$ cat config.mk
export PLATFORM = sky130hd
export DESIGN_NAME = irt_timer
export DESIGN_NICKNAME = d
export VERILOG_FILES = /design/src/irt_pkg.sv /design/src/irt_timer.sv
export SDC_FILE = /design/constraint.sdc
export NUM_CORES = 1
export LEC_CHECK = 0
export BUFFER_PORTS_ARGS = -buffer_cell sky130_fd_sc_hd__buf_2
export CAP_MARGIN = 20
export CORE_MARGIN = 3
export CORE_UTILIZATION = 50
export DETAILED_ROUTE_END_ITERATION = 6
export PLACE_DENSITY = 0.66
export SYNTH_ARGS = -nofsm -noshare
export SYNTH_HDL_FRONTEND = slang
export SYNTH_SLANG_ARGS = --single-unit
$ cat constraint.sdc
create_clock -name aclk -period 3.2 [get_ports aclk]
set_input_delay 0.16 -clock aclk [delete_from_list [all_inputs] [get_ports aclk]]
set_output_delay 0.16 -clock aclk [all_outputs]
set_load 0.01 [all_outputs]
$ cat src/irt_pkg.sv
// shared constants and types of the infrared dual counter/timer
package irt_pkg;
  localparam int AW = 8;
  localparam logic [7:0] OFS_BCTL = 8'h00;
  localparam logic [7:0] OFS_SCTL = 8'h04;
  localparam logic [7:0] OFS_WCTL = 8'h08;
  localparam logic [7:0] OFS_BRH = 8'h0C;
  localparam logic [7:0] OFS_BRL = 8'h10;
  localparam logic [7:0] OFS_WRU = 8'h14;
  localparam logic [7:0] OFS_WRL = 8'h18;
  localparam logic [7:0] OFS_BCR = 8'h1C;
  localparam logic [7:0] OFS_BCF = 8'h20;
  localparam logic [7:0] OFS_WCU = 8'h24;
  localparam logic [7:0] OFS_WCL = 8'h28;
  localparam logic [1:0] RESP_OKAY = 2'h0;
  localparam logic [1:0] RESP_SLVERR = 2'h2;
  localparam logic [1:0] SUB_NORMAL = 2'h0;
  localparam logic [1:0] SUB_PP = 2'h1;
  localparam logic [1:0] SUB_F0 = 2'h2;
  localparam logic [1:0] SUB_F1 = 2'h3;
  localparam logic [1:0] CMB_AND = 2'h0;
  localparam logic [1:0] CMB_OR = 2'h1;
  localparam logic [1:0] CMB_NOR = 2'h2;
  localparam logic [1:0] EDG_RISE = 2'h1;
  localparam logic [1:0] EDG_FALL = 2'h2;
  localparam logic [1:0] EDG_BOTH = 2'h3;
  localparam logic [1:0] DIV1 = 2'h0;
  localparam logic [1:0] DIV2 = 2'h1;
  localparam logic [1:0] DIV4 = 2'h2;
  localparam logic [7:0] B_ONE = 8'h01;
  localparam logic [7:0] B_FULL = 8'hFF;
  localparam logic [15:0] W_ONE = 16'h0001;
  localparam logic [15:0] W_FULL = 16'hFFFF;
  localparam logic [4:0] GF_ONE = 5'h01;
  // glitch widths in system clocks per filter code
  localparam logic [4:0] GF_W0 = 5'h00;
  localparam logic [4:0] GF_W1 = 5'h04;
  localparam logic [4:0] GF_W2 = 5'h08;
  localparam logic [4:0] GF_W3 = 5'h10;
  localparam logic [7:0] REG_RST = 8'h00;
  localparam logic [31:0] RD_ZERO = 32'h0000_0000;
  typedef struct packed {
    logic en;
    logic single;
    logic tout;
    logic [1:0] clk;
    logic cap_ie;
    logic to_ie;
    logic pin_sel;
  } irt_ctrl_type;
  typedef struct packed {
    logic demod;
    logic route;
    logic [1:0] comb;
    logic [1:0] sub;
    logic init_b;
    logic init_w;
  } irt_shared_type;
  typedef enum {IRT_STOPPED, IRT_ARMED, IRT_RUNNING} irt_phase_type;
endpackage

$ cat src/irt_timer.sv
// infrared dual counter/timer with axi4-lite registers
// Overview of operation
// - edge detector pulses on rising or falling edge per edge-select field
// - pulses narrower than glitch-filter width are dropped before edge detection
// - disabled byte timer in transmit drives inverse of its initial bit
// - on enable byte output takes initial value; loads low reload if 0
// - single-pass byte timer stops at zero, toggles, sets timeout, interrupts
// - modulo-N byte timer toggles, flags timeout, reloads per output level
// - reload writes take effect only at the next counter load
// - byte count of one forbidden; zero wraps to FFh without timeout
// - demod byte timer starts at first edge, captures complement per edge
// - byte capture sets edge flag, interrupts if enabled, reloads FFh
// - byte timer zero in demod flags timeout and continues from FFh
// - submode 10/11 forces word output low/high; else disabled inverse initial
// - word timer zero toggles, flags, interrupts; stops or reloads per mode
// - word count of one forbidden; zero wraps to FFFFh without timeout
// - demod word timer captures, reloads and starts at first edge
// - with ignore bit clear each edge captures complement, flags, reloads FFFFh
// - with ignore bit set byte timeouts capture word count without reload
// - writing ignore bit zero then one re-arms capture on next edge
// - word timer zero in demod flags timeout and continues from FFFFh
// - ping-pong hands enable between timers at terminal count; 00 stops
// - pins carry timer outputs when selected; combined pin uses chosen logic
// - mode bit selects transmit when 0, demodulation when 1
// - demod edge flags set by hardware, cleared only by writing one
`timescale 1ns/1ps
`default_nettype none
module irt_timer (
  input wire logic aclk,
  input wire logic aresetn,
  input wire logic [7:0] awaddr,
  input wire logic awvalid,
  output logic awready,
  input wire logic [31:0] wdata,
  input wire logic [3:0] wstrb,
  input wire logic wvalid,
  output logic wready,
  output logic [1:0] bresp,
  output logic bvalid,
  input wire logic bready,
  input wire logic [7:0] araddr,
  input wire logic arvalid,
  output logic arready,
  output logic [31:0] rdata,
  output logic [1:0] rresp,
  output logic rvalid,
  input wire logic rready,
  input wire logic capture_input_main,
  input wire logic capture_input_alt,
  output logic byte_output_pin,
  output logic byte_output_sel,
  output logic word_output_pin,
  output logic word_output_sel,
  output logic combined_output_pin,
  output logic combined_output_sel,
  output logic byte_timeout_irq,
  output logic byte_capture_irq,
  output logic word_timeout_irq,
  output logic word_capture_irq
);
  irt_pkg::irt_ctrl_type bctl, wctl, wb, ww;
  irt_pkg::irt_shared_type sh, ws;
  irt_pkg::irt_phase_type bph, wph;
  logic aw_full, w_full, wr_fire;
  logic [7:0] aw_q, wd;
  logic ws0;
  logic [7:0] brh, brl, wru, wrl, bcr, bcf, wcu, wcl;
  logic [7:0] bcnt;
  logic [15:0] wcnt;
  logic bout, wout, w_rearm;
  logic [2:0] pre;
  logic btick, wtick;
  logic [1:0] in_main_s, in_alt_s;
  logic flt, rise_evt, fall_evt;
  logic [4:0] fcnt, fwid;
  logic brp, bfp, wrp, wfp;
  logic bedge, wedge, pp, dem;
  logic b_run, b_term, b_cap, b_start, b_stop;
  logic w_run, w_first, w_ecap, w_rcap, w_hcap;
  logic w_cap, w_rld, w_term, w_start, w_stop;
  logic t8_lvl, t16_lvl, cmb;
  logic wr_bctl, wr_sctl, wr_wctl;
  logic rise_set, fall_set;

  function automatic logic tick_of(input logic [1:0] s, input logic [2:0] p);
    case (s)
      irt_pkg::DIV1: tick_of = 1'b1;
      irt_pkg::DIV2: tick_of = p[0];
      irt_pkg::DIV4: tick_of = &p[1:0];
      default: tick_of = &p;
    endcase
  endfunction

  // ---- axi4-lite slave: address and data taken in either order
  assign awready = !aw_full;
  assign wready = !w_full;
  assign arready = !rvalid;
  assign wr_fire = aw_full && w_full && !bvalid;
  assign wb = irt_pkg::irt_ctrl_type'(wd);
  assign ww = irt_pkg::irt_ctrl_type'(wd);
  assign ws = irt_pkg::irt_shared_type'(wd);
  assign wr_bctl = wr_fire && ws0 && aw_q == irt_pkg::OFS_BCTL;
  assign wr_sctl = wr_fire && ws0 && aw_q == irt_pkg::OFS_SCTL;
  assign wr_wctl = wr_fire && ws0 && aw_q == irt_pkg::OFS_WCTL;

  function automatic logic mapped(input logic [7:0] a);
    mapped = a <= irt_pkg::OFS_WCL && a[1:0] == 2'h0;
  endfunction

  always_ff @(posedge aclk) begin
    if (!aresetn) begin
      aw_full <= 1'b0;
      w_full <= 1'b0;
      aw_q <= irt_pkg::REG_RST;
      wd <= irt_pkg::REG_RST;
      ws0 <= 1'b0;
    end else begin
      if (awvalid && awready) begin
        aw_full <= 1'b1;
        aw_q <= awaddr;
      end else if (wr_fire) begin
        aw_full <= 1'b0;
      end
      if (wvalid && wready) begin
        w_full <= 1'b1;
        wd <= wdata[7:0];
        ws0 <= wstrb[0];
      end else if (wr_fire) begin
        w_full <= 1'b0;
      end
    end
  end

  always_ff @(posedge aclk) begin
    if (!aresetn) begin
      bvalid <= 1'b0;
      bresp <= irt_pkg::RESP_OKAY;
    end else if (wr_fire) begin
      bvalid <= 1'b1;
      bresp <= mapped(aw_q) ? irt_pkg::RESP_OKAY : irt_pkg::RESP_SLVERR;
    end else if (bready) begin
      bvalid <= 1'b0;
    end
  end

  always_ff @(posedge aclk) begin
    if (!aresetn) begin
      rvalid <= 1'b0;
      rdata <= irt_pkg::RD_ZERO;
      rresp <= irt_pkg::RESP_OKAY;
    end else if (arvalid && arready) begin
      rvalid <= 1'b1;
      rresp <= mapped(araddr) ? irt_pkg::RESP_OKAY : irt_pkg::RESP_SLVERR;
      case (araddr)
        irt_pkg::OFS_BCTL: rdata <= 32'(bctl);
        irt_pkg::OFS_SCTL: rdata <= 32'(sh);
        irt_pkg::OFS_WCTL: rdata <= 32'(wctl);
        irt_pkg::OFS_BRH: rdata <= 32'(brh);
        irt_pkg::OFS_BRL: rdata <= 32'(brl);
        irt_pkg::OFS_WRU: rdata <= 32'(wru);
        irt_pkg::OFS_WRL: rdata <= 32'(wrl);
        irt_pkg::OFS_BCR: rdata <= 32'(bcr);
        irt_pkg::OFS_BCF: rdata <= 32'(bcf);
        irt_pkg::OFS_WCU: rdata <= 32'(wcu);
        irt_pkg::OFS_WCL: rdata <= 32'(wcl);
        default: rdata <= irt_pkg::RD_ZERO;
      endcase
    end else if (rready) begin
      rvalid <= 1'b0;
    end
  end

  // reload registers only store; the counters read them when they load
  always_ff @(posedge aclk) begin
    if (!aresetn) begin
      brh <= irt_pkg::REG_RST;
      brl <= irt_pkg::REG_RST;
      wru <= irt_pkg::REG_RST;
      wrl <= irt_pkg::REG_RST;
    end else if (wr_fire && ws0) begin
      if (aw_q == irt_pkg::OFS_BRH) brh <= wd;
      if (aw_q == irt_pkg::OFS_BRL) brl <= wd;
      if (aw_q == irt_pkg::OFS_WRU) wru <= wd;
      if (aw_q == irt_pkg::OFS_WRL) wrl <= wd;
    end
  end

  // ---- shared control; in demod the two low bits are edge flags
  assign dem = sh.demod;
  assign pp = !dem && sh.sub == irt_pkg::SUB_PP;
  assign rise_set = (b_cap && brp) || ((w_ecap || w_rcap) && wrp);
  assign fall_set = (b_cap && bfp) || ((w_ecap || w_rcap) && wfp);

  always_ff @(posedge aclk) begin
    if (!aresetn) begin
      sh <= irt_pkg::irt_shared_type'(irt_pkg::REG_RST);
    end else begin
      if (wr_sctl) begin
        sh.demod <= ws.demod;
        sh.route <= ws.route;
        sh.comb <= ws.comb;
        sh.sub <= ws.sub;
      end
      if (dem) begin
        // a new edge wins over a clear in the same cycle
        if (rise_set) sh.init_b <= 1'b1;
        else if (wr_sctl && ws.init_b) sh.init_b <= 1'b0;
        if (fall_set) sh.init_w <= 1'b1;
        else if (wr_sctl && ws.init_w) sh.init_w <= 1'b0;
      end else if (wr_sctl) begin
        sh.init_b <= ws.init_b;
        sh.init_w <= ws.init_w;
      end
    end
  end

  // ---- per-timer control registers, status set wins over clear
  assign b_start = (wr_bctl && wb.en && !bctl.en) || (pp && w_term);
  assign w_start = (wr_wctl && ww.en && !wctl.en) || (pp && b_term);
  assign b_stop = b_term && !dem && (bctl.single || pp);
  assign w_stop = w_term && !dem && (wctl.single || pp);

  always_ff @(posedge aclk) begin
    if (!aresetn) begin
      bctl <= irt_pkg::irt_ctrl_type'(irt_pkg::REG_RST);
    end else begin
      if (wr_bctl) begin
        bctl.single <= wb.single;
        bctl.clk <= wb.clk;
        bctl.cap_ie <= wb.cap_ie;
        bctl.to_ie <= wb.to_ie;
        bctl.pin_sel <= wb.pin_sel;
      end
      if (b_stop) bctl.en <= 1'b0;
      else if (b_start) bctl.en <= 1'b1;
      else if (wr_bctl && !wb.en) bctl.en <= 1'b0;
      if (b_term) bctl.tout <= 1'b1;
      else if (wr_bctl && wb.tout) bctl.tout <= 1'b0;
    end
  end

  always_ff @(posedge aclk) begin
    if (!aresetn) begin
      wctl <= irt_pkg::irt_ctrl_type'(irt_pkg::REG_RST);
    end else begin
      if (wr_wctl) begin
        wctl.single <= ww.single;
        wctl.clk <= ww.clk;
        wctl.cap_ie <= ww.cap_ie;
        wctl.to_ie <= ww.to_ie;
        wctl.pin_sel <= ww.pin_sel;
      end
      if (w_stop) wctl.en <= 1'b0;
      else if (w_start) wctl.en <= 1'b1;
      else if (wr_wctl && !ww.en) wctl.en <= 1'b0;
      if (w_term) wctl.tout <= 1'b1;
      else if (wr_wctl && ww.tout) wctl.tout <= 1'b0;
    end
  end

  // ---- prescaler shared by both timers
  always_ff @(posedge aclk) begin
    if (!aresetn) pre <= '0;
    else pre <= pre + 3'h1;
  end
  assign btick = tick_of(bctl.clk, pre);
  assign wtick = tick_of(wctl.clk, pre);

  // ---- input path: synchroniser, glitch filter, edge detector
  always_ff @(posedge aclk) begin
    if (!aresetn) begin
      in_main_s <= '0;
      in_alt_s <= '0;
    end else begin
      in_main_s <= {in_main_s[0], capture_input_main};
      in_alt_s <= {in_alt_s[0], capture_input_alt};
    end
  end

  always_comb begin
    case (sh.sub)
      2'h0: fwid = irt_pkg::GF_W0;
      2'h1: fwid = irt_pkg::GF_W1;
      2'h2: fwid = irt_pkg::GF_W2;
      default: fwid = irt_pkg::GF_W3;
    endcase
  end

  // a level must stay changed past the width before it is believed
  always_ff @(posedge aclk) begin
    if (!aresetn) begin
      flt <= 1'b0;
      fcnt <= '0;
      rise_evt <= 1'b0;
      fall_evt <= 1'b0;
    end else begin
      rise_evt <= 1'b0;
      fall_evt <= 1'b0;
      if ((sh.route ? in_alt_s[1] : in_main_s[1]) == flt) begin
        fcnt <= '0;
      end else if (fcnt >= fwid) begin
        flt <= !flt;
        fcnt <= '0;
        rise_evt <= dem && !flt && sh.comb[0];
        fall_evt <= dem && flt && sh.comb[1];
      end else begin
        fcnt <= fcnt + irt_pkg::GF_ONE;
      end
    end
  end

  // edges wait for the owning timer's tick
  always_ff @(posedge aclk) begin
    if (!aresetn) begin
      brp <= 1'b0;
      bfp <= 1'b0;
      wrp <= 1'b0;
      wfp <= 1'b0;
    end else begin
      brp <= (brp && !btick) || rise_evt;
      bfp <= (bfp && !btick) || fall_evt;
      wrp <= (wrp && !wtick) || rise_evt;
      wfp <= (wfp && !wtick) || fall_evt;
    end
  end
  assign bedge = btick && dem && (brp || bfp);
  assign wedge = wtick && dem && (wrp || wfp);

  // ---- byte timer
  assign b_run = bph == irt_pkg::IRT_RUNNING && bctl.en;
  assign b_cap = bedge && b_run;
  // a count of zero wraps without a timeout
  assign b_term = btick && b_run && bcnt == irt_pkg::B_ONE && !b_cap;

  always_ff @(posedge aclk) begin
    if (!aresetn) begin
      bcnt <= '0;
      bout <= 1'b0;
      bph <= irt_pkg::IRT_STOPPED;
    end else if (b_start) begin
      bout <= sh.init_b;
      bcnt <= dem ? irt_pkg::B_FULL : (sh.init_b ? brh : brl);
      bph <= dem ? irt_pkg::IRT_ARMED : irt_pkg::IRT_RUNNING;
    end else if (!bctl.en) begin
      bph <= irt_pkg::IRT_STOPPED;
    end else if (btick) begin
      case (bph)
        irt_pkg::IRT_ARMED: begin
          if (bedge) begin
            bph <= irt_pkg::IRT_RUNNING;
            bcnt <= irt_pkg::B_FULL;
          end
        end
        irt_pkg::IRT_RUNNING: begin
          if (b_cap) begin
            bcnt <= irt_pkg::B_FULL;
          end else if (b_term && !dem && !bctl.single && !pp) begin
            bout <= !bout;
            bcnt <= bout ? brl : brh;
          end else begin
            if (b_term && !dem) bout <= !bout;
            bcnt <= bcnt - irt_pkg::B_ONE;
          end
        end
        default: ;
      endcase
    end
  end

  always_ff @(posedge aclk) begin
    if (!aresetn) begin
      bcr <= irt_pkg::REG_RST;
      bcf <= irt_pkg::REG_RST;
    end else if (b_cap) begin
      if (brp) bcr <= ~bcnt;
      if (bfp) bcf <= ~bcnt;
    end
  end

  // ---- word timer
  assign w_run = wph == irt_pkg::IRT_RUNNING && wctl.en;
  assign w_first = wedge && wph == irt_pkg::IRT_ARMED && wctl.en;
  assign w_ecap = wedge && w_run && !wctl.single;
  assign w_rcap = wedge && w_run && wctl.single && w_rearm;
  assign w_hcap = b_term && dem && w_run && wctl.single;
  assign w_rld = w_first || w_ecap || w_rcap;
  assign w_cap = w_rld || w_hcap;
  assign w_term = wtick && w_run && wcnt == irt_pkg::W_ONE && !w_rld;

  always_ff @(posedge aclk) begin
    if (!aresetn) begin
      wcnt <= '0;
      wout <= 1'b0;
      wph <= irt_pkg::IRT_STOPPED;
    end else if (w_start) begin
      wout <= sh.init_w;
      wcnt <= dem ? irt_pkg::W_FULL : {wru, wrl};
      wph <= dem ? irt_pkg::IRT_ARMED : irt_pkg::IRT_RUNNING;
    end else if (!wctl.en) begin
      wph <= irt_pkg::IRT_STOPPED;
    end else if (w_rld) begin
      wcnt <= irt_pkg::W_FULL;
      wph <= irt_pkg::IRT_RUNNING;
    end else if (wtick && w_run) begin
      if (w_term && !dem) wout <= !wout;
      if (w_term && !dem && !wctl.single && !pp) wcnt <= {wru, wrl};
      else wcnt <= wcnt - irt_pkg::W_ONE;
    end
  end

  // re-arm on a zero-to-one write of the ignore bit
  always_ff @(posedge aclk) begin
    if (!aresetn) w_rearm <= 1'b0;
    else if (w_start || w_rcap) w_rearm <= 1'b0;
    else if (wr_wctl && ww.single && !wctl.single) w_rearm <= 1'b1;
  end

  always_ff @(posedge aclk) begin
    if (!aresetn) begin
      wcu <= irt_pkg::REG_RST;
      wcl <= irt_pkg::REG_RST;
    end else if (w_cap) begin
      {wcu, wcl} <= ~wcnt;
    end
  end

  // ---- interrupt requests, one-cycle pulses gated by the masks
  always_ff @(posedge aclk) begin
    if (!aresetn) begin
      byte_timeout_irq <= 1'b0;
      byte_capture_irq <= 1'b0;
      word_timeout_irq <= 1'b0;
      word_capture_irq <= 1'b0;
    end else begin
      byte_timeout_irq <= b_term && bctl.to_ie;
      byte_capture_irq <= b_cap && bctl.cap_ie;
      word_timeout_irq <= w_term && wctl.to_ie;
      word_capture_irq <= w_cap && wctl.cap_ie;
    end
  end

  // ---- output logic
  assign t8_lvl = (!dem && !bctl.en) ? !sh.init_b : bout;
  always_comb begin
    if (!dem && sh.sub == irt_pkg::SUB_F0) t16_lvl = 1'b0;
    else if (!dem && sh.sub == irt_pkg::SUB_F1) t16_lvl = 1'b1;
    else if (!dem && !wctl.en) t16_lvl = !sh.init_w;
    else t16_lvl = wout;
    case (sh.comb)
      irt_pkg::CMB_AND: cmb = t8_lvl & t16_lvl;
      irt_pkg::CMB_OR: cmb = t8_lvl | t16_lvl;
      irt_pkg::CMB_NOR: cmb = !(t8_lvl | t16_lvl);
      default: cmb = !(t8_lvl & t16_lvl);
    endcase
  end

  always_ff @(posedge aclk) begin
    if (!aresetn) begin
      byte_output_pin <= 1'b0;
      word_output_pin <= 1'b0;
      combined_output_pin <= 1'b0;
      byte_output_sel <= 1'b0;
      word_output_sel <= 1'b0;
      combined_output_sel <= 1'b0;
    end else begin
      byte_output_pin <= t8_lvl;
      word_output_pin <= t16_lvl;
      combined_output_pin <= cmb;
      byte_output_sel <= bctl.pin_sel;
      word_output_sel <= wctl.pin_sel;
      combined_output_sel <= !dem && sh.route;
    end
  end
endmodule
`default_nettype wire

# Word-level counts from Yosys, hierarchy flattened
# Cells that the tools add are included.
# word_totals
ff_bits	265
input_bits	61
# classes
mux	70
n_eq_ne	42
order_cmp	3
reduce_logical	163
bitwise	7
n_addsub	4
# op_table
operator	count
$mux W32	8
$mux W16	6
$pmux W8 S11	1
$logic_and A1 B1 Y1	77
$mux W8	9
$eq A32 B2 Y1 const B	2
$eq A32 B3 Y1 const B	2
$eq A8 B5 Y1 const B	7
$mux W1	36
$eq A32 B1 Y1 const B	1
$eq A8 B4 Y1 const B	4
$reduce_bool A2 Y1	15
$eq A8 B6 Y1 const B	3
$logic_not A1 Y1	22
$reduce_and A2 Y1	11
$ne A3 B1 Y1 const B	6
$logic_or A1 B1 Y1	17
$eq A16 B1 Y1 const B	1
$eq A8 B3 Y1 const B	2
$le A8 B6 Y1 const B	2
$logic_not A8 Y1	2
$not A16 Y16	1
$pmux W8 S2	1
$sub A16 B1 Y16 const B	1
other kinds (24)	52

# Longest topological paths before layout
# Gate-level depths: netlist (run 1).
# depth
ltp_word	18
ltp_mapped	9

# Least setup slack after synthesis (run 1)
# Ideal clock, no wire load.
# synth_timing
path_kind	reg-to-reg
from	reg pre[0]
to	reg wcnt[0]
path_slack_ps	987
arrival_time_ps	2091
setup_ps	122
stages_incl_launch_ff	9
path_cell_list	dfxtp_1 -> ha_1 -> ha_1 -> mux2_2 -> o21ai_1 -> o21ai_1 -> nor3_1 -> buf_2 -> a21oi_1
# synth_via
elab_chain_cells	18
# synth_lines
element	line	source
from (decl)	irt_timer.sv:71	logic [2:0] pre;
from (signal assigned)	irt_timer.sv:264	else pre <= pre + 3'h1;
$reduce_and A3 Y1 or $reduce_and A2 Y1 (tied branches)	irt_timer.sv:90, irt_timer.sv:89	
$pmux W1 S3	irt_timer.sv:86	case (s)
$logic_and A1 B1 Y1 (2 in a row)	irt_timer.sv:327	assign wedge = wtick && dem && (wrp || wfp);
$logic_and A1 B1 Y1, on equally long branches (2 in a row)	irt_timer.sv:382, irt_timer.sv:383, irt_timer.sv:384	
$logic_or A1 B1 Y1 or $logic_and A1 B1 Y1 (tied branches)	irt_timer.sv:386, irt_timer.sv:384	
$logic_or A1 B1 Y1	irt_timer.sv:386	assign w_rld = w_first || w_ecap || w_rcap;
$logic_not A1 Y1	irt_timer.sv:388	assign w_term = wtick && w_run && wcnt == irt_pkg::W_ONE && !w_rld;
$logic_and A1 B1 Y1	irt_timer.sv:388	
$logic_and A1 B1 Y1 (3 in a row)	irt_timer.sv:406	if (w_term && !dem && !wctl.single && !pp) wcnt <= {wru, wrl};
$mux W16	irt_timer.sv:406	
$mux W16	irt_timer.sv:404	end else if (wtick && w_run) begin
$mux W16	irt_timer.sv:401	end else if (w_rld) begin
$mux W16	irt_timer.sv:399	end else if (!wctl.en) begin
$mux W16	irt_timer.sv:395	end else if (w_start) begin
to (signal assigned)	irt_timer.sv:397	wcnt <= dem ? irt_pkg::W_FULL : {wru, wrl};
to (signal assigned)	irt_timer.sv:402	wcnt <= irt_pkg::W_FULL;
to (signal assigned)	irt_timer.sv:406	
to (decl)	irt_timer.sv:69	logic [15:0] wcnt;
# Parallel ways exist; a longest one is shown, timed or not. The select of a mux whose other input is x is not followed.
# A chain may end at the register's enable or synchronous reset.

# Worst setup path after layout (run 1)
# layout_timing
from	reg pre[0]
to	reg wcnt[15]
# The elaborated chain is that of the path after synthesis.

==> results.tsv, run 1 <==
metric	value	unit
drt_first_pass_iters	5	
outcome	completed	
fin_setup_tns	0	ns
end_kind	flop	
htree_levels	4	
die_area	19300	sq um
crit_family	compound AO/OA/AOI/OAI gates	
setup_viol	0	
hold_ws	0.165	ns
cts_buffers	17	
p_per_area	463	nW/um^2
routed_wl	25.7	mm
criticalPathCategory	reg -> reg	
cts_resized	0	
dieHeight	139	um
drv_slew	0	
cp_slowest_cell	o32a_1	
period_needed	2.74	ns
wire_per_inst	19.8	um
synth_edf_count	0	
cts_tree	yes	
fmax	365	MHz
ir_drop	421	uV
async_flop_share	0	%
drc	0	
power	4.65	mW
core_area	16900	sq um
p_leak	4.03	nW
areaGrowthSynthToFinish	13.6	%
slew_headroom	39.9	%
port_buffers	58	
period_share	85.6	%
grt_overflow_total	0	
top_register	wcnt	
gp_congestion	0.909	
die_w	139	um
fin_ws	0.462	ns
hp-class	in -> reg	
largest_reg_flops	16	
ys_ff_latch	179	
worstPathRequired	3.53	ns
worstMarginPinSlew	0.899	ns
postSynthCellCount	1012	
syn_avg_cell_area	8.73	sq um
cp_common_cell	ha_1	
grt_pass1_vias	7179	
clockRootBuffer	clkbuf_16	
vias_per_cell	5.96	
initial_utilization	52.1	%
grt_util_all_layers	26.5	%
vias	7754	
antenna-diode-count	0	
post-route-util	59.2	%
antenna_found_initial	0	
cp_max_fo	15	
insertion_delay	0.45	ns
path_cells	ha_1 -> ha_1 -> mux2_2 -> o211ai_1 -> o32a_1 -> nand2_2 -> o221ai_1 -> a21oi_1	
arrival	3.07	ns
row_count	47	
drive_gt1_share	13.3	%
yosys_warnings	0	
place_ws	0.527	ns
syn_area	8830	sq um
drv_cap	0	
nFillCells	1515	
ys_seq_area_share	40.6	%
yosysUniqueCellTypes	77	
path_buf_inv	0	
final_nets	1142	
initialDrtViolationCount	919	
clock_skew	0.0137	ns
critPathMaxStageDelay	0.52	ns
critPathLaunchType	flop	
ys.flop_type	dfxtp_1	
clkTransAtPathRegs	0.07	ns
cts_buffer_depth	2	
finalHoldViolCount	0	
hpwl	17.9	mm
rsz0062_at_grt	false	
top_level_ports	112	
grt_pass1_wl	40.5	mm
ant_nets	0	
cts_sinks	179	
grt_max_degree	50	
## layout by cell type (no fill, tap or decap), types with 14 or more instances in the layout
master         synthesis  final
a211oi_1              37     37
a21oi_1               66     66
and3_1                16     16
buf_2                  9     58
buf_4                 28     22
clkbuf_16              0     17
conb_1                 1     26
dfxtp_1              179    179
dlygate4sd3_1          0     24
inv_1                 20     19
mux2i_1               86     86
nand2_1               72     72
nand3_1               20     20
nor2_1               144    144
nor2b_1               14     14
nor3_1                15     15
o21ai_0               42     42
## metal layers
metal	GRT usage (%)	wire length [um]	part of all wire, %
met1	37.6	11800	46
met2	39.6	11300	44
met3	6.14	1930	7.5
met4	9.17	673	2.6
met5	0	0	0
## worst register-to-register path, delay by kind of cell (launching register included)
| family | cells | cell delay, ns |
|---|---|---|
| multiplexers | 1 | 0.30 |
| AO/OA/AOI/OAI | 4 | 1.21 |
| AND/OR/NAND/NOR | 1 | 0.32 |
| flip-flops | 1 | 0.34 |
| adder cells (fa/ha/maj) | 2 | 0.46 |
## path summary, 6_finish.rpt
path	cells past startpoint	startpoint	slack, ns	end
max	8	pre[0]	0.46	wcnt[15]
min	4	arvalid	0.16	rresp[1]
max reg2reg	8	pre[0]	0.46	wcnt[15]
min reg2reg	1	in_main_s[0]	0.43	in_main_s[1]
## cells in the mapped netlist (all sizes together) (4+ instances only)
| library cell | count | share of area, % |
|---|---|---|
| ha | 11 | 1.6 |
| inv | 20 | 0.85 |
| clkbuf | 46 | 2.0 |
| o21a | 6 | 0.51 |
| and3 | 16 | 1.1 |
| o221ai | 10 | 0.99 |
| and2 | 10 | 0.71 |
| mux2 | 9 | 1.1 |
| a21oi | 66 | 3.7 |
| mux2i | 86 | 9.7 |
| a221oi | 13 | 1.3 |
| nand2b | 8 | 0.57 |
| nor2 | 145 | 6.2 |
| dfxtp | 179 | 41 |
| buf | 44 | 3.2 |
| nor3 | 15 | 0.85 |
| a31oi | 5 | 0.35 |
| xor2 | 11 | 1.1 |
| xnor2 | 7 | 0.69 |
| o22ai | 6 | 0.58 |
| o221a | 8 | 1.0 |
| nand2 | 74 | 3.2 |
| and4 | 4 | 0.40 |
| o21ai | 45 | 2.6 |
| a211oi | 37 | 3.1 |
| nor2b | 14 | 0.99 |
| nand4 | 12 | 1.1 |
| nor3b | 8 | 0.68 |
| nor4 | 10 | 1.0 |
| and4b | 4 | 0.45 |
| a22oi | 8 | 0.68 |
| nand3 | 21 | 1.2 |
## report_power, final
| part | leakage, nW | internal (mW) | switching (mW) |
|---|---|---|---|
| sequential | 1.45 | 2.25 | 0.0386 |
| clock | 0.274 | 1.16 | 0.933 |
| combinational | 2.31 | 0.0968 | 0.158 |
| total | 4.03 | 3.52 | 1.13 |
## kinds of logic (layout without fill, tap and decap cells)
family | Yosys count | in the layout | share of synthesized area [%]
adder cells (fa/ha/maj) | 12 | 12 | 1.67
AO/OA/AOI/OAI | 232 | 232 | 17.9
buffers and inverters | 112 | 157 | 6.09
XOR/XNOR | 18 | 18 | 1.79
AND/OR/NAND/NOR | 360 | 360 | 20.3
flip-flops | 179 | 179 | 40.6
multiplexers | 98 | 98 | 11.7
other | 1 | 26 | 0.0425
## layout make-up
type | instances | area (sq um) | share of cell area (%)
repair buffers | 104 | 696 | 6.94
multi-input cells | 746 | 4810 | 47.9
clock inverters | 12 | 149 | 1.48
clock buffers | 19 | 433 | 4.32
inverters | 22 | 85.1 | 0.848
flip-flops and latches | 179 | 3580 | 35.7
well taps | 220 | 275 | 2.74
## repair_timing
item | CTS | global route
hold buffers | 24 | 0
endpoints found under the hold margin | 23 | 0
setup buffers | 0 | 0
## metrics by stage
stage / std cells / cell area, sq um
6_report: 1302 / 10000
5_1_grt: 1302 / 10000
4_1_cts: 1302 / 10000
3_5_place_dp: 1247 / 9210
3_3_place_gp: 1247 / 9210
2_1_floorplan: 1037 / 8920
(Power assumes the default switching activity.)
==> run 2, diff against run 1 <==
RECOVER_POWER = 25   (was not set)
SLEW_MARGIN = 10   (was not set)
==> results.tsv, run 2 (synthesis results as in run 1) <==
metric	value	unit
outcome	finished, violations left	
violations	capacitance limit, slew limit	
antenna_found_initial	0	
die_area	19300	sq um
core_area	16900	sq um
cts_buffers	17	
slew_headroom	-26.5	%
die_w	139	um
fmax	361	MHz
setup_viol	0	
antenna-diode-count	0	
cp_slowest_cell	o32a_1	
critPathMaxStageDelay	0.53	ns
htree_levels	4	
cts_sinks	179	
row_count	47	
path_buf_inv	0	
largest_reg_flops	16	
reg2reg_from	pre[0]	
ir_drop	421	uV
period_needed	2.77	ns
end_kind	flop	
whs_endpoint	rresp[1]	
mostFrequentLayoutCells	179 x dfxtp_1, 144 x nor2_1, 86 x mux2i_1	
reg2reg_depth	8	
vias	7738	
routed_wl	25.7	mm
cts_buffer_depth	2	
postCtsSetupBuffers	0	
worstPathRequired	3.53	ns
whs_path_depth	4	
final_nets	1142	
dieHeight	139	um
wire_per_inst	19.8	um
drc	0	
insertion_delay	0.44	ns
initialDrtViolationCount	843	
final_common_cell	dfxtp_1	
fin_setup_tns	0	ns
critPathLaunchType	flop	
r2r_slack	0.43	ns
cts_tree	yes	
p_leak	3.92	nW
clock_skew	0.00899	ns
worstMarginPinSlew	1.89	ns
drv_cap	1	
grt_util_all_layers	26.5	%
finalHoldViolCount	0	
rr_endpoint	wcnt[0]	
place_inst	1247	
vias_per_cell	5.94	
nFillCells	1528	
areaGrowthSynthToFinish	13.2	%
multi_input_area	4810	sq um
period_share	86.5	%
grt_pass1_wl	40.5	mm
ant_nets	0	
cts_resized	0	
grt_overflow_total	0	
drv_slew	50	
cp_common_cell	ha_1	
top_level_ports	112	
p_per_area	465	nW/um^2
hold_start	arvalid	
top_register	wcnt	
clockRootBuffer	clkbuf_16	
drt_first_pass_iters	6	
drive_gt1_share	10.8	%
grt_max_degree	50	
path_cells	ha_1 -> ha_1 -> mux2_2 -> o211ai_1 -> o32a_1 -> nand2_2 -> o221ai_1 -> a21oi_1	
final_cells	1302	
criticalPathCategory	reg -> reg	
grt_pass1_vias	7179	
arrival	3.10	ns
initial_utilization	52.1	%
cp_max_fo	15	
rsz0062_at_grt	false	
cts-hold-fix-buffers	24	
hpwl	17.9	mm
hp-class	in -> reg	
gp_congestion	0.909	
port_buffers	58	
clkTransAtPathRegs	0.07	ns
seqCellArea	3580	sq um
crit_family	compound AO/OA/AOI/OAI gates	
==> run 2: cell count changes in the layout (fill, tap and decap cells not counted), sizes merged <==
cell	before	now
buf	80	53
clkbuf	19	46
clkinvlp	3	4
inv	25	24
==> run 2: worst min-delay path, delay by kind of cell <==
kind,cells,cell delay (ns)
compound gates,1,0.05
buf+inv,1,0.10
simple gates,2,0.25
==> run 2: worst max-delay path by stage <==
stage / startpoint / endpoint / slack [ns] / cells after the start
3_3_place_gp: pre[0] / wcnt[2] / 0.58 / 8
6_report: pre[0] / wcnt[0] / 0.43 / 8
3_5_place_dp: pre[0] / wcnt[9] / 0.53 / 8
4_1_cts: pre[0] / wcnt[9] / 0.51 / 8
5_1_grt: aresetn / rvalid / 0.22 / 4
2_1_floorplan: pre[0] / wcnt[0] / 0.99 / 8
==> run 2: routing by layer <==
layer | GRT usage (%) | vias to the layer above | part of all wire (%)
met5 | 0 | - | 0
met4 | 9.17 | 0 | 2.6
met3 | 6.14 | 59 | 8.3
met2 | 39.6 | 344 | 44
met1 | 37.6 | 3625 | 45
li1 | - | 3710 | -
==> run 2: per-stage QoR <==
| stage | setup slack, ns | instance area [sq um] | util [%] | power, mW | hold WS (ns) |
|---|---|---|---|---|---|
| 3_5_place_dp | 0.527 | 9210 | 54.4 | 2.57 | 0.352 |
| 3_3_place_gp | 0.578 | 9210 | 54.4 | 2.57 | 0.345 |
| 6_report | 0.430 | 9990 | 59.0 | 4.65 | 0.170 |
| 5_1_grt | 0.225 | 9990 | 59.0 | 4.80 | 0.200 |
| 4_1_cts | 0.506 | 10000 | 59.2 | 4.67 | 0.161 |
| 2_1_floorplan | 0.987 | 8920 | - | 2.51 | 0.259 |
==> run 2: area by class of cell <==
cell class,count,share of cell area [%]
Timing Repair Buffer,104,6.60
Clock inverter,12,1.49
Tap cell,220,2.75
Clock buffer,19,4.33
Multi-Input combinational cell,746,48.1
Sequential cell,179,35.9
Inverter,22,0.839
==> run 2: report_power, final <==
part | switching [mW] | internal (mW) | leakage [nW] | total [mW]
clock | 0.936 | 1.17 | 0.274 | 2.10
combinational | 0.157 | 0.0941 | 2.20 | 0.252
sequential | 0.0387 | 2.25 | 1.45 | 2.29
total | 1.13 | 3.51 | 3.92 | 4.65
